**src/core/dps_pkg.sv**
```systemverilog
// shared widths, codes and timing for the drive protection supervisor
package dps_pkg;
  // ****************************************
  // widths
  // ****************************************
  localparam int VOLT_W = 14;
  localparam int CUR_W = 10;
  localparam int PCT_W = 8;
  localparam int TIME_W = 10;
  localparam int CODE_W = 6;
  localparam int HIST_DEPTH = 5;
  localparam int ACC_W = 32;
  localparam int SEC_W = 4;
  // ****************************************
  // timing
  // ****************************************
  localparam longint CLK_PERIOD_NS = 20;
  localparam longint TENTH_SEC_NS = 100000000;
  localparam longint TENTH_SEC_CYCLES = TENTH_SEC_NS / CLK_PERIOD_NS;
  localparam logic [SEC_W-1:0] TENTHS_PER_SEC = 4'ha;
  // ****************************************
  // voltage ranges, 0.1 v units
  // ****************************************
  localparam logic [VOLT_W-1:0] OV_MIN_LOW_CLASS = 14'hce4;
  localparam logic [VOLT_W-1:0] OV_MAX_LOW_CLASS = 14'h1004;
  localparam logic [VOLT_W-1:0] OV_MIN_HIGH_CLASS = 14'h19c8;
  localparam logic [VOLT_W-1:0] OV_MAX_HIGH_CLASS = 14'h2008;
  // ****************************************
  // percent of rated output current
  // ****************************************
  localparam logic [CUR_W-1:0] RATED_PCT = 10'h064;
  localparam logic [CUR_W-1:0] STD_MOTOR_PCT = 10'h05a;
  localparam logic [ACC_W-1:0] TRIP_SQ_MARGIN = 32'h1388;
  // ****************************************
  // mode encodings
  // ****************************************
  localparam logic [2:0] OT_OFF = 3'h0;
  localparam logic [2:0] OT_CONST_RUN = 3'h1;
  localparam logic [2:0] OT_CONST_STOP = 3'h2;
  localparam logic [2:0] OT_ACC_RUN = 3'h3;
  localparam logic [2:0] OT_ACC_STOP = 3'h4;
  localparam logic [1:0] TH_STD = 2'h0;
  localparam logic [1:0] TH_SPECIAL = 2'h1;
  localparam logic [1:0] TH_OFF = 2'h2;
  localparam logic [7:0] MFO_OVER_TORQUE = 8'h04;
  // ****************************************
  // fault codes
  // ****************************************
  localparam logic [CODE_W-1:0] FC_NONE = 6'h00;
  localparam logic [CODE_W-1:0] FC_OVERCURRENT = 6'h01;
  localparam logic [CODE_W-1:0] FC_OVERVOLTAGE = 6'h02;
  localparam logic [CODE_W-1:0] FC_SWITCH_HOT = 6'h03;
  localparam logic [CODE_W-1:0] FC_BOARD_HOT = 6'h04;
  localparam logic [CODE_W-1:0] FC_DRIVE_OVERLOAD = 6'h05;
  localparam logic [CODE_W-1:0] FC_THERMAL = 6'h06;
  localparam logic [CODE_W-1:0] FC_OVER_TORQUE = 6'h07;
  localparam logic [CODE_W-1:0] FC_EXTERNAL = 6'h08;
  localparam logic [CODE_W-1:0] FC_HW_PROTECT = 6'h09;
  localparam logic [CODE_W-1:0] FC_DBL_ACCEL = 6'h0a;
  localparam logic [CODE_W-1:0] FC_DBL_DECEL = 6'h0b;
  localparam logic [CODE_W-1:0] FC_DBL_STEADY = 6'h0c;
  localparam logic [CODE_W-1:0] FC_PHASE_LOSS = 6'h0e;
  localparam logic [CODE_W-1:0] FC_AUTO_RAMP = 6'h10;
  localparam logic [CODE_W-1:0] FC_SW_PROTECT = 6'h11;
  localparam logic [CODE_W-1:0] FC_PWR_CPU_WR = 6'h12;
  localparam logic [CODE_W-1:0] FC_PWR_CPU_RD = 6'h13;
  localparam logic [CODE_W-1:0] FC_HPF_CC_OC = 6'h14;
  localparam logic [CODE_W-1:0] FC_HPF_OV = 6'h15;
  localparam logic [CODE_W-1:0] FC_HPF_GND = 6'h16;
  localparam logic [CODE_W-1:0] FC_HPF_OC = 6'h17;
  localparam logic [CODE_W-1:0] FC_CHK_U = 6'h18;
  localparam logic [CODE_W-1:0] FC_CHK_V = 6'h19;
  localparam logic [CODE_W-1:0] FC_CHK_W = 6'h1a;
  localparam logic [CODE_W-1:0] FC_CHK_DCBUS = 6'h1b;
  localparam logic [CODE_W-1:0] FC_CHK_SWITCH = 6'h1c;
  localparam logic [CODE_W-1:0] FC_CHK_BOARD = 6'h1d;
  localparam logic [CODE_W-1:0] FC_CTL_CPU_WR = 6'h1e;
  localparam logic [CODE_W-1:0] FC_CTL_CPU_RD = 6'h1f;
  localparam logic [CODE_W-1:0] FC_ANALOG_IN = 6'h20;
  localparam logic [CODE_W-1:0] FC_THERMISTOR = 6'h22;
  localparam logic [CODE_W-1:0] FC_LINK_TIMEOUT = 6'h28;
  localparam logic [CODE_W-1:0] FC_MAX = 6'h28;
  // ****************************************
  // trip state
  // ****************************************
  typedef enum logic [1:0] {ST_RUN = 2'b01, ST_TRIP = 2'b10} dps_state_e;
endpackage : dps_pkg

```
**src/core/dps_hist_if.sv**
```systemverilog
// carrier between supervisor and its fault history store
interface dps_hist_if;
  logic push;
  logic [dps_pkg::CODE_W-1:0] code;
  logic [dps_pkg::HIST_DEPTH-1:0][dps_pkg::CODE_W-1:0] rec;
  modport writer(output push, output code, input rec);
  modport store(input push, input code, output rec);
endinterface : dps_hist_if

```
**src/core/dps_supervisor.sv**
```systemverilog
// drive protection supervisor: stall control, over-torque, thermal, faults
module dps_supervisor #(
  parameter longint TENTH_CYCLES = dps_pkg::TENTH_SEC_CYCLES,
  parameter bit HIGH_VOLT_CLASS = 1'b0
) (
  input wire logic ref_clk,
  input wire logic rst_n,
  input wire logic ramp_accel,
  input wire logic ramp_decel,
  input wire logic ramp_steady,
  input wire logic [dps_pkg::VOLT_W-1:0] dc_bus_voltage,
  input wire logic [dps_pkg::CUR_W-1:0] output_current_pct,
  input wire logic [dps_pkg::VOLT_W-1:0] ov_stall_level,
  input wire logic [dps_pkg::PCT_W-1:0] accel_stall_pct,
  input wire logic [dps_pkg::PCT_W-1:0] run_stall_pct,
  input wire logic [2:0] over_torque_mode,
  input wire logic [dps_pkg::PCT_W-1:0] over_torque_pct,
  input wire logic [dps_pkg::TIME_W-1:0] over_torque_tenths,
  input wire logic [1:0] thermal_select,
  input wire logic [dps_pkg::TIME_W-1:0] thermal_char_sec,
  input wire logic [7:0] mfo_function,
  input wire logic fault_event,
  input wire logic [dps_pkg::CODE_W-1:0] fault_code,
  input wire logic reset_cmd,
  output logic freq_hold,
  output logic freq_lower,
  output logic over_torque_warning,
  output logic over_torque_stop,
  output logic thermal_overload_trip,
  output logic drive_tripped,
  output logic mfo_out,
  output logic [dps_pkg::CODE_W-1:0] fault_rec_0,
  output logic [dps_pkg::CODE_W-1:0] fault_rec_1,
  output logic [dps_pkg::CODE_W-1:0] fault_rec_2,
  output logic [dps_pkg::CODE_W-1:0] fault_rec_3,
  output logic [dps_pkg::CODE_W-1:0] fault_rec_4
);
  localparam int TICK_W = $clog2(TENTH_CYCLES + 1);

  // the tick counter needs a period of two cycles at least
  if (TENTH_CYCLES < 2) begin : g_bad_divider
    $error("tenth-second divider needs at least two cycles");
  end

  // ****************************************
  // state
  // ****************************************
  typedef struct packed {
    logic [2:0] rst_sync;
    logic rst_level;
    logic [TICK_W-1:0] tick_cnt;
    logic tick;
    logic [dps_pkg::SEC_W-1:0] sec_cnt;
    logic [dps_pkg::TIME_W:0] ot_cnt;
    logic [dps_pkg::ACC_W-1:0] heat;
    logic hold;
    logic lower;
    logic ot_warn;
    logic ot_stop;
    logic th_trip;
    logic mfo;
    dps_pkg::dps_state_e state;
  } dps_sup_s;

  dps_sup_s st_reg;
  dps_sup_s st_next;
  dps_hist_if hist ();

  // ****************************************
  // setting decode
  // ****************************************
  logic [dps_pkg::VOLT_W-1:0] ov_lvl;
  logic ov_en;
  logic acc_en;
  logic run_en;
  logic ot_window;
  logic ot_over;
  logic [dps_pkg::CUR_W-1:0] heat_base;
  logic [dps_pkg::ACC_W-1:0] cur_sq;
  logic [dps_pkg::ACC_W-1:0] base_sq;
  logic [dps_pkg::ACC_W-1:0] trip_limit;
  logic rst_rise;
  logic new_fault;
  logic [dps_pkg::CODE_W-1:0] new_code;

  always_comb begin
    ov_en = (ov_stall_level != '0);
    ov_lvl = ov_stall_level;
    // out-of-class settings are pulled into the class range
    if (HIGH_VOLT_CLASS) begin
      if (ov_lvl < dps_pkg::OV_MIN_HIGH_CLASS) ov_lvl = dps_pkg::OV_MIN_HIGH_CLASS;
      if (ov_lvl > dps_pkg::OV_MAX_HIGH_CLASS) ov_lvl = dps_pkg::OV_MAX_HIGH_CLASS;
    end else begin
      if (ov_lvl < dps_pkg::OV_MIN_LOW_CLASS) ov_lvl = dps_pkg::OV_MIN_LOW_CLASS;
      if (ov_lvl > dps_pkg::OV_MAX_LOW_CLASS) ov_lvl = dps_pkg::OV_MAX_LOW_CLASS;
    end
    acc_en = (accel_stall_pct != '0);
    run_en = (run_stall_pct != '0);
    // levels compare straight against percent-of-rated current
    ot_over = output_current_pct > {2'h0, over_torque_pct};
    case (over_torque_mode)
      dps_pkg::OT_CONST_RUN, dps_pkg::OT_CONST_STOP: ot_window = ramp_steady;
      dps_pkg::OT_ACC_RUN, dps_pkg::OT_ACC_STOP: ot_window = ramp_accel;
      default: ot_window = 1'b0;
    endcase
    // self-cooled motors lose margin, so they heat from a lower level
    heat_base = (thermal_select == dps_pkg::TH_STD) ? dps_pkg::STD_MOTOR_PCT
                                                    : dps_pkg::RATED_PCT;
    cur_sq = dps_pkg::ACC_W'(output_current_pct) * dps_pkg::ACC_W'(output_current_pct);
    base_sq = dps_pkg::ACC_W'(heat_base) * dps_pkg::ACC_W'(heat_base);
    trip_limit = dps_pkg::ACC_W'(thermal_char_sec) * dps_pkg::TRIP_SQ_MARGIN;
  end

  // ****************************************
  // next state
  // ****************************************
  always_comb begin
    st_next = st_reg;
    new_fault = 1'b0;
    new_code = dps_pkg::FC_NONE;
    // operator pin: change accepted once stages two and three agree
    st_next.rst_sync = {st_reg.rst_sync[1:0], reset_cmd};
    if (st_reg.rst_sync[1] == st_reg.rst_sync[2]) st_next.rst_level = st_reg.rst_sync[2];
    rst_rise = st_next.rst_level & ~st_reg.rst_level;

    st_next.tick = 1'b0;
    if (st_reg.tick_cnt == TICK_W'(TENTH_CYCLES - 1)) begin
      st_next.tick_cnt = '0;
      st_next.tick = 1'b1;
    end else begin
      st_next.tick_cnt = st_reg.tick_cnt + 1'b1;
    end

    // stall prevention
    st_next.hold = (ramp_decel & ov_en & (dc_bus_voltage > ov_lvl))
                 | (ramp_accel & acc_en & (output_current_pct > {2'h0, accel_stall_pct}));
    st_next.lower = ramp_steady & run_en & (output_current_pct > {2'h0, run_stall_pct});

    // over-torque persistence, counted in tenths of a second
    // the tick phase is free-running: one tick more than the setting
    // keeps the warning from coming before the full detection time
    if (!(ot_window & ot_over)) begin
      st_next.ot_cnt = '0;
      st_next.ot_warn = 1'b0;
    end else if (st_reg.tick && !st_reg.ot_warn) begin
      st_next.ot_cnt = st_reg.ot_cnt + 1'b1;
      if (st_next.ot_cnt > {1'b0, over_torque_tenths} && over_torque_tenths != '0) begin
        st_next.ot_warn = 1'b1;
      end
    end
    st_next.mfo = st_next.ot_warn & (mfo_function == dps_pkg::MFO_OVER_TORQUE);

    // i2t heating, integrated once per second
    if (st_reg.tick) begin
      st_next.sec_cnt = (st_reg.sec_cnt == dps_pkg::TENTHS_PER_SEC - 1'b1) ? '0
                        : st_reg.sec_cnt + 1'b1;
    end
    if (thermal_select == dps_pkg::TH_OFF) begin
      st_next.heat = '0;
    end else if (st_reg.tick && st_reg.sec_cnt == dps_pkg::TENTHS_PER_SEC - 1'b1) begin
      if (cur_sq > base_sq) st_next.heat = st_reg.heat + (cur_sq - base_sq);
      else if (st_reg.heat > (base_sq - cur_sq)) st_next.heat = st_reg.heat - (base_sq - cur_sq);
      else st_next.heat = '0;
    end

    // fault capture: own trips outrank an external report in the same cycle
    if (thermal_select != dps_pkg::TH_OFF && st_reg.heat >= trip_limit && !st_reg.th_trip) begin
      st_next.th_trip = 1'b1;
      new_fault = 1'b1;
      new_code = dps_pkg::FC_THERMAL;
    end else if (st_next.ot_warn && !st_reg.ot_warn && !st_reg.ot_stop &&
                 (over_torque_mode == dps_pkg::OT_CONST_STOP ||
                  over_torque_mode == dps_pkg::OT_ACC_STOP)) begin
      st_next.ot_stop = 1'b1;
      new_fault = 1'b1;
      new_code = dps_pkg::FC_OVER_TORQUE;
    end else if (fault_event && fault_code != dps_pkg::FC_NONE && fault_code <= dps_pkg::FC_MAX) begin
      new_fault = 1'b1;
      new_code = fault_code;
    end

    case (st_reg.state)
      dps_pkg::ST_RUN: begin
        if (new_fault) st_next.state = dps_pkg::ST_TRIP;
      end
      dps_pkg::ST_TRIP: begin
        // a fault landing with the reset keeps the drive tripped
        if (rst_rise && !new_fault) begin
          st_next.state = dps_pkg::ST_RUN;
          st_next.ot_stop = 1'b0;
          st_next.th_trip = 1'b0;
          st_next.heat = '0;
        end
      end
      default: st_next.state = dps_pkg::ST_RUN;
    endcase
  end

  always_ff @(posedge ref_clk or negedge rst_n) begin
    if (!rst_n) begin
      st_reg <= '{rst_sync: '0, rst_level: 1'b0, tick_cnt: '0, tick: 1'b0, sec_cnt: '0,
                 ot_cnt: '0, heat: '0, hold: 1'b0, lower: 1'b0, ot_warn: 1'b0,
                 ot_stop: 1'b0, th_trip: 1'b0, mfo: 1'b0, state: dps_pkg::ST_RUN};
    end else begin
      st_reg <= st_next;
    end
  end

  // ****************************************
  // fault history
  // ****************************************
  assign hist.push = new_fault;
  assign hist.code = new_code;

  // the store registers its records, so the record pins come from flops
  dps_fault_hist u_hist (
    .ref_clk(ref_clk),
    .rst_n(rst_n),
    .hist(hist)
  );

  // ****************************************
  // outputs
  // ****************************************
  assign freq_hold = st_reg.hold;
  assign freq_lower = st_reg.lower;
  assign over_torque_warning = st_reg.ot_warn;
  assign over_torque_stop = st_reg.ot_stop;
  assign thermal_overload_trip = st_reg.th_trip;
  assign drive_tripped = st_reg.state[1]; // one-hot trip bit
  assign mfo_out = st_reg.mfo;
  assign fault_rec_0 = hist.rec[0];
  assign fault_rec_1 = hist.rec[1];
  assign fault_rec_2 = hist.rec[2];
  assign fault_rec_3 = hist.rec[3];
  assign fault_rec_4 = hist.rec[4];
endmodule : dps_supervisor

```
**src/core/dps_fault_hist.sv**
```systemverilog
// five-deep fault history, newest in slot 0
module dps_fault_hist (
  input wire logic ref_clk,
  input wire logic rst_n,
  dps_hist_if.store hist
);
  typedef struct packed {
    logic [dps_pkg::HIST_DEPTH-1:0][dps_pkg::CODE_W-1:0] rec;
  } dps_hist_s;

  dps_hist_s st_reg;
  dps_hist_s st_next;

  always_comb begin
    st_next = st_reg;
    if (hist.push) begin
      // oldest slot falls off the end
      for (int i = dps_pkg::HIST_DEPTH - 1; i > 0; i--) begin
        st_next.rec[i] = st_reg.rec[i-1];
      end
      st_next.rec[0] = hist.code;
    end
  end

  always_ff @(posedge ref_clk or negedge rst_n) begin
    if (!rst_n) begin
      st_reg <= '0;
    end else begin
      st_reg <= st_next;
    end
  end

  assign hist.rec = st_reg.rec;
endmodule : dps_fault_hist

```
**config.mk**
```make
export PLATFORM = sky130hd
export DESIGN_NAME = dps_supervisor
export DESIGN_NICKNAME = d
export VERILOG_FILES = /design/src/core/dps_pkg.sv /design/src/core/dps_hist_if.sv /design/src/core/dps_supervisor.sv /design/src/core/dps_fault_hist.sv
export SDC_FILE = /design/constraint.sdc
export NUM_CORES = 1
export LEC_CHECK = 0
export ABC_AREA = 1
export BUFFER_PORTS_ARGS = -buffer_cell sky130_fd_sc_hd__buf_2
export CAP_MARGIN = 20
export CORE_AREA = 2 2 233 189
export CTS_BUF_LIST = sky130_fd_sc_hd__clkbuf_8 sky130_fd_sc_hd__clkbuf_16
export DETAILED_ROUTE_END_ITERATION = 12
export DIE_AREA = 0 0 235 191
export GPL_ROUTABILITY_DRIVEN = 1
export PLACE_DENSITY = 0.57
export SETUP_SLACK_MARGIN = 0.05
export SKIP_LAST_GASP = 1
export SYNTH_ARGS = -nofsm -noshare
export SYNTH_HDL_FRONTEND = slang
export SYNTH_SLANG_ARGS = --single-unit
```
**constraint.sdc**
```tcl
create_clock -name ref_clk -period 3.7 [get_ports ref_clk]
set_input_delay 0.37 -clock ref_clk [delete_from_list [all_inputs] [get_ports ref_clk]]
set_output_delay 0.37 -clock ref_clk [all_outputs]
set_load 0.02 [all_outputs]
```
== Word-level counts from Yosys, hierarchy flattened ==
Index checks and enable logic that the tools add are counted.

* Flip-flop bits (word level): 113
* Output and inout bits: 37

* Reduce and logical (&&, ||, !) cells: 25
* Bitwise operators: 11
* Muxes and demuxes: 33
* Equal/unequal tests: 15
* Multiply operators: 3
* Add/sub/neg operators: 7
* Magnitude comparators: 11

{| class="wikitable"
|+ Operator list
! kind !! number
|-
| two-way mux 32 bit || 6
|-
| adder 32 bit || 1
|-
| >= comparator 32 x 23 -> 1 bit || 1
|-
| greater-than comparator 32 bit || 1
|-
| subtractor 32 bit || 1
|-
| greater-than comparator 10 x 8 -> 1 bit || 3
|-
| two-way mux 14 bit || 2
|-
| two-way mux 6 bit || 4
|-
| adder 23 x 1 -> 23 bit, second input constant || 1
|-
| == test 23 bit, second input constant || 1
|-
| two-way mux 23 bit || 1
|-
| two-way mux 11 bit || 2
|-
| subtractor 14 x 20 -> 21 bit || 1
|-
| subtractor 20 x 14 -> 21 bit || 1
|-
| greater-than comparator 20 x 14 -> 1 bit || 1
|-
| multiplier 10 x 10 -> 20 bit || 1
|-
| multiplier 10 x 10 -> 20 bit, second input constant || 1
|-
| nonzero test 8 bit || 2
|-
| greater-than comparator 14 x 13 -> 1 bit, second input constant || 1
|-
| greater-than comparator 14 bit || 1
|-
| < comparator 14 x 12 -> 1 bit, second input constant || 1
|-
| multiplier 7 x 7 -> 14 bit || 1
|-
| nonzero test 14 bit || 1
|-
| adder 11 x 1 -> 11 bit, second input constant || 1
|-
| other kinds (29) || 68
|}

== Longest topological paths before layout ==
* Depth after elaboration: 15
* Mapped depth: 48
* Gate-level depth less buffers: 46

== By module ==
From an unflattened synthesis, not the netlist that was laid out.

* Cell total of the unflattened synthesis: 2,331
* Area, all modules: 16,548.4 um^2

{| class="wikitable"
|+ By module, submodules not included
! module !! instances !! area an instance (um^2) !! cells each !! sequential area each (um^2)
|-
| dps_supervisor || 1 || 15,324.7 || 2,204 || 2,078.2
|-
| dps_fault_hist || 1 || 1,223.7 || 127 || 750.7
|}

== Worst setup path before layout ==
Ideal clock, no wire load.

* Path kind: input to register
* Start point: input output_current_pct[9] in the netlist's numbering
* End point: register st_reg[27] in the netlist's numbering
* Library setup time: 0.121 ns
* Stages: 38
* Setup slack: -4.282 ns
* Required time: 3.579 ns
* Arrival time: 7.861 ns
* Cells stage by stage: clkbuf_1 > nand2_1 > fa_1 > fa_1 > inv_1 > fa_1 > fa_1 > inv_1 > fa_1 > inv_1 > ha_1 > buf_2 > a21oi_1 > o21ai_0 > o21bai_1 > xor2_1 > ha_1 > clkbuf_1 > [2 not listed] > nand4_1 > nor3_1 > a21oi_1 > nor3_1 > ha_1 > a21oi_1 > o21ai_0 > nor2_1 > inv_1 > a21oi_1 > nand2_1 > o21ai_1 > clkbuf_1 > nor2_1 > nand2_1 > nand3_1 > o21ai_1 > nor2_1

{| class="wikitable"
|+ RTL lines
! element !! line !! text
|-
| from (decl) || dps_supervisor.sv:12 || <nowiki>input wire logic [dps_pkg::CUR_W-1:0] output_current_pct,</nowiki>
|-
| to (signal assigned) || dps_supervisor.sv:201 || <nowiki>st_reg <= '{rst_sync: '0, rst_level: 1'b0, tick_cnt: '0, tick: 1'b0, sec_cnt: '0,</nowiki>
|-
| to (signal assigned) || dps_supervisor.sv:205 || <nowiki>st_reg <= st_next;</nowiki>
|-
| to (decl) || dps_supervisor.sv:65 || <nowiki>dps_sup_s st_reg;</nowiki>
|}

==> impl_metrics.py <==
metrics = {
    "place": {
        "port_buffers": 144,
        "dp_slack_ns": -4.23,
        "dp_hpwl_mm": 46.2,
        "place.gp.congestion": 0.956,
    },
    "worst_setup_path": {
        "critPathSlowestCell": "fa_1",
        "cp_max_fo": 7,
        "cp-start-kind": "input pin",
        "slowest_delay_ns": 0.53,
        "cp.arrival_ns": 7.18,
        "critPathKind": "input pin to flip-flop",
        "critPathRequiredTime_ns": 4.01,
        "cp-end-kind": "flip-flop",
    },
    "synthesis": {
        "yosysWarnings": 0,
        "synth_edf_count": 0,
        "async_flop_share": 1.00,
        "syn_avg_cell_area_sq_um": 6.98,
        "synth_cell_types": 57,
        "syn_inst": 2358,
        "synthesis.nets": 2778,
        "synthFlopType": "dfrtp_1",
        "syn-cell-area_sq_um": 16500,
        "seq_area_frac_synth": 0.172,
        "synth_seq_cells": 113,
        "ys_top_cells_by_area": "ha_1 (19%), dfrtp_1 (17%), nand2_1 (11%)",
        "synth_top_area_share": 0.186,
        "yosysTopAreaCell": "ha_1",
    },
    "sta": {
        "setup_violations": 66,
        "drv_slew": 0,
        "finalCritPeriodShare": 1.86,
        "slew_headroom": 0.399,
        "fin_ws_ns": -3.17,
        "max_clock_freq_mhz": 146,
        "finalCriticalPeriod_ns": 6.87,
        "holdWs_ns": 0.0441,
        "worst_pin_slew_ns": 0.902,
        "fin_skew_ns": 0.0157,
        "hold_viol": 0,
        "rsz0062_at_grt": "yes",
    },
    "grt": {
        "grt_max_degree": 65,
        "grt_pass1_vias": 18238,
        "grt_pass1_wl_mm": 92.1,
        "grt_usage": 0.255,
        "grt_antenna_before_repair": 0,
        "grt-ovfl-total": 0,
    },
    "clock_tree": {
        "cts_tree": "built",
        "path_clk_slew_ns": 0.06,
        "clock_path_buffers": 2,
        "cts_root_buffer": "clkbuf_16",
        "cts_max_level": 4,
        "cts_made_buffers": 17,
        "numClockSinks": 113,
        "clock_latency_ns": 0.44,
    },
    "routing": {
        "vias": 17934,
        "drt_first_pass_iters": 8,
        "vias_per_cell": 5.00,
        "met1_length_mm": 27.3,
        "wl_per_cell_um": 15.8,
        "drcViolationCount": 0,
        "wl_met3_mm": 3.56,
        "ant_nets": 0,
        "routed_wl_mm": 56.5,
        "maxUsedRoutingLayer": "met4",
        "drtIter0Drc": 1207,
        "wl_met2_mm": 24.8,
    },
    "layout": {
        "layout_commonest_cell": "buf_4",
        "fin_nets": 3431,
        "largest_reg_flops": 74,
        "areaGrowthSynthToFinish_pct": 48.9,
        "antenna_cells": 0,
        "drive_gt1_frac": 0.361,
        "final_cell_mix": "buf_4 (502), nand2_1 (431), inv_1 (376), ha_1 (198), nor2_1 (167)",
    },
    "floorplanning": {
        "start_util": 0.386,
        "die_w_um": 235,
        "die-area_sq_um": 44900,
        "std_cell_rows": 68,
        "top_level_ports": 145,
        "core_sq_um": 42600,
        "die_h_um": 191,
    },
    "outcome": {
        "violations": "negative setup slack",
        "outcome": "finished, violations left",
    },
    "job": {
        "max_cap_violations": 0,
    },
    "worst_hold_path": {
        "hold_path.class": "input pin to asynchronous set/reset pin",
    },
}
-- worst max-delay path: cells and delay by family --
family / cells / cell delay, ns
buffers and inverters: 14 / 1.35
AOI/OAI and AO/OA: 4 / 0.55
xor gates and xnor gates: 2 / 0.33
and+or+nand+nor: 15 / 1.36
adders and majority gates: 8 / 3.21
-- synthesized netlist by cell type (all sizes together), types with 3 or more instances --
cell,number
nand2,524
inv,413
ha,245
nor2,205
a21oi,169
o21ai,134
nand3,113
dfrtp,112
xor2,79
fa,67
nor3,44
nand4,37
xnor2,34
clkbuf,24
nor4,19
or2,19
o21bai,17
buf,14
a31oi,12
a21o,10
a211oi,9
o21a,9
o211ai,8
a221oi,5
nand3b,4
o221ai,4
o31ai,4
a2111oi,3
a21boi,3
o2111ai,3
-- area by class of cell --
class,count,area (sq um)
fill,3967,18100
multi-input combinational,1792,13700
timing repair buffer,672,5040
sequential,113,2830
inverter,415,1580
tap,560,701
clock buffer,18,439
clock inverter,14,201
-- per-layer routing --
| metal | up-vias | global-route usage |
|---|---|---|
| li1 | 9002 | - |
| met1 | 8392 | 0.356 |
| met2 | 466 | 0.414 |
| met3 | 74 | 0.0429 |
| met4 | 0 | 0.0504 |
| met5 | - | 0 |
-- per-stage QoR --
stage                     area, sq um   util  setup TNS [ns]  std cells
after floorplan                 17000      -         -156.95       2358
after global placement          21700  0.509         -200.28       3491
after detailed placement        21700  0.509         -205.11       3491
after CTS                       24200  0.568         -150.38       3579
after global routing            24500  0.575         -176.61       3584
final                           24500  0.575         -154.54       3584
-- kinds of logic after synthesis --
family                   count (synthesis)  synth area share
AND/OR/NAND/NOR                        970             0.257
buffers and inverters                  453             0.107
AO/OA/AOI/OAI                          393             0.134
adder cells (fa/ha/maj)                313             0.268
XOR/XNOR                               113            0.0606
flip-flops                             113             0.172
multiplexers                             2           0.00137
other                                    1          0.000228
-- final timing paths --
check,startpoint,end,depth (start not counted),slack [ns]
max,output_current_pct[1],st_reg[32],43,-3.17
min,rst_n,u_hist.hist.rec[11],1,0.04
max reg2reg,st_reg[40],st_reg[8],21,0.09
min reg2reg,st_next[81],st_next[82],0,0.36
max in group asynchronous,rst_n,st_reg[0],2,2.67
min in group ref_clk,reset_cmd,st_next[81],1,0.06
-- timing repair --
action / CTS / global route
cloned: 5 / 0
buffers inserted: 53 / 5
gates resized for setup: 331 / 60
pin swaps: 161 / 45
hold buffers: 0 / 0
setup endpoints to repair: 66 / 66
Power is left out: the tool's default activity adds up to more than one toggle a clock period on the data nets, which glitch-free logic cannot reach.
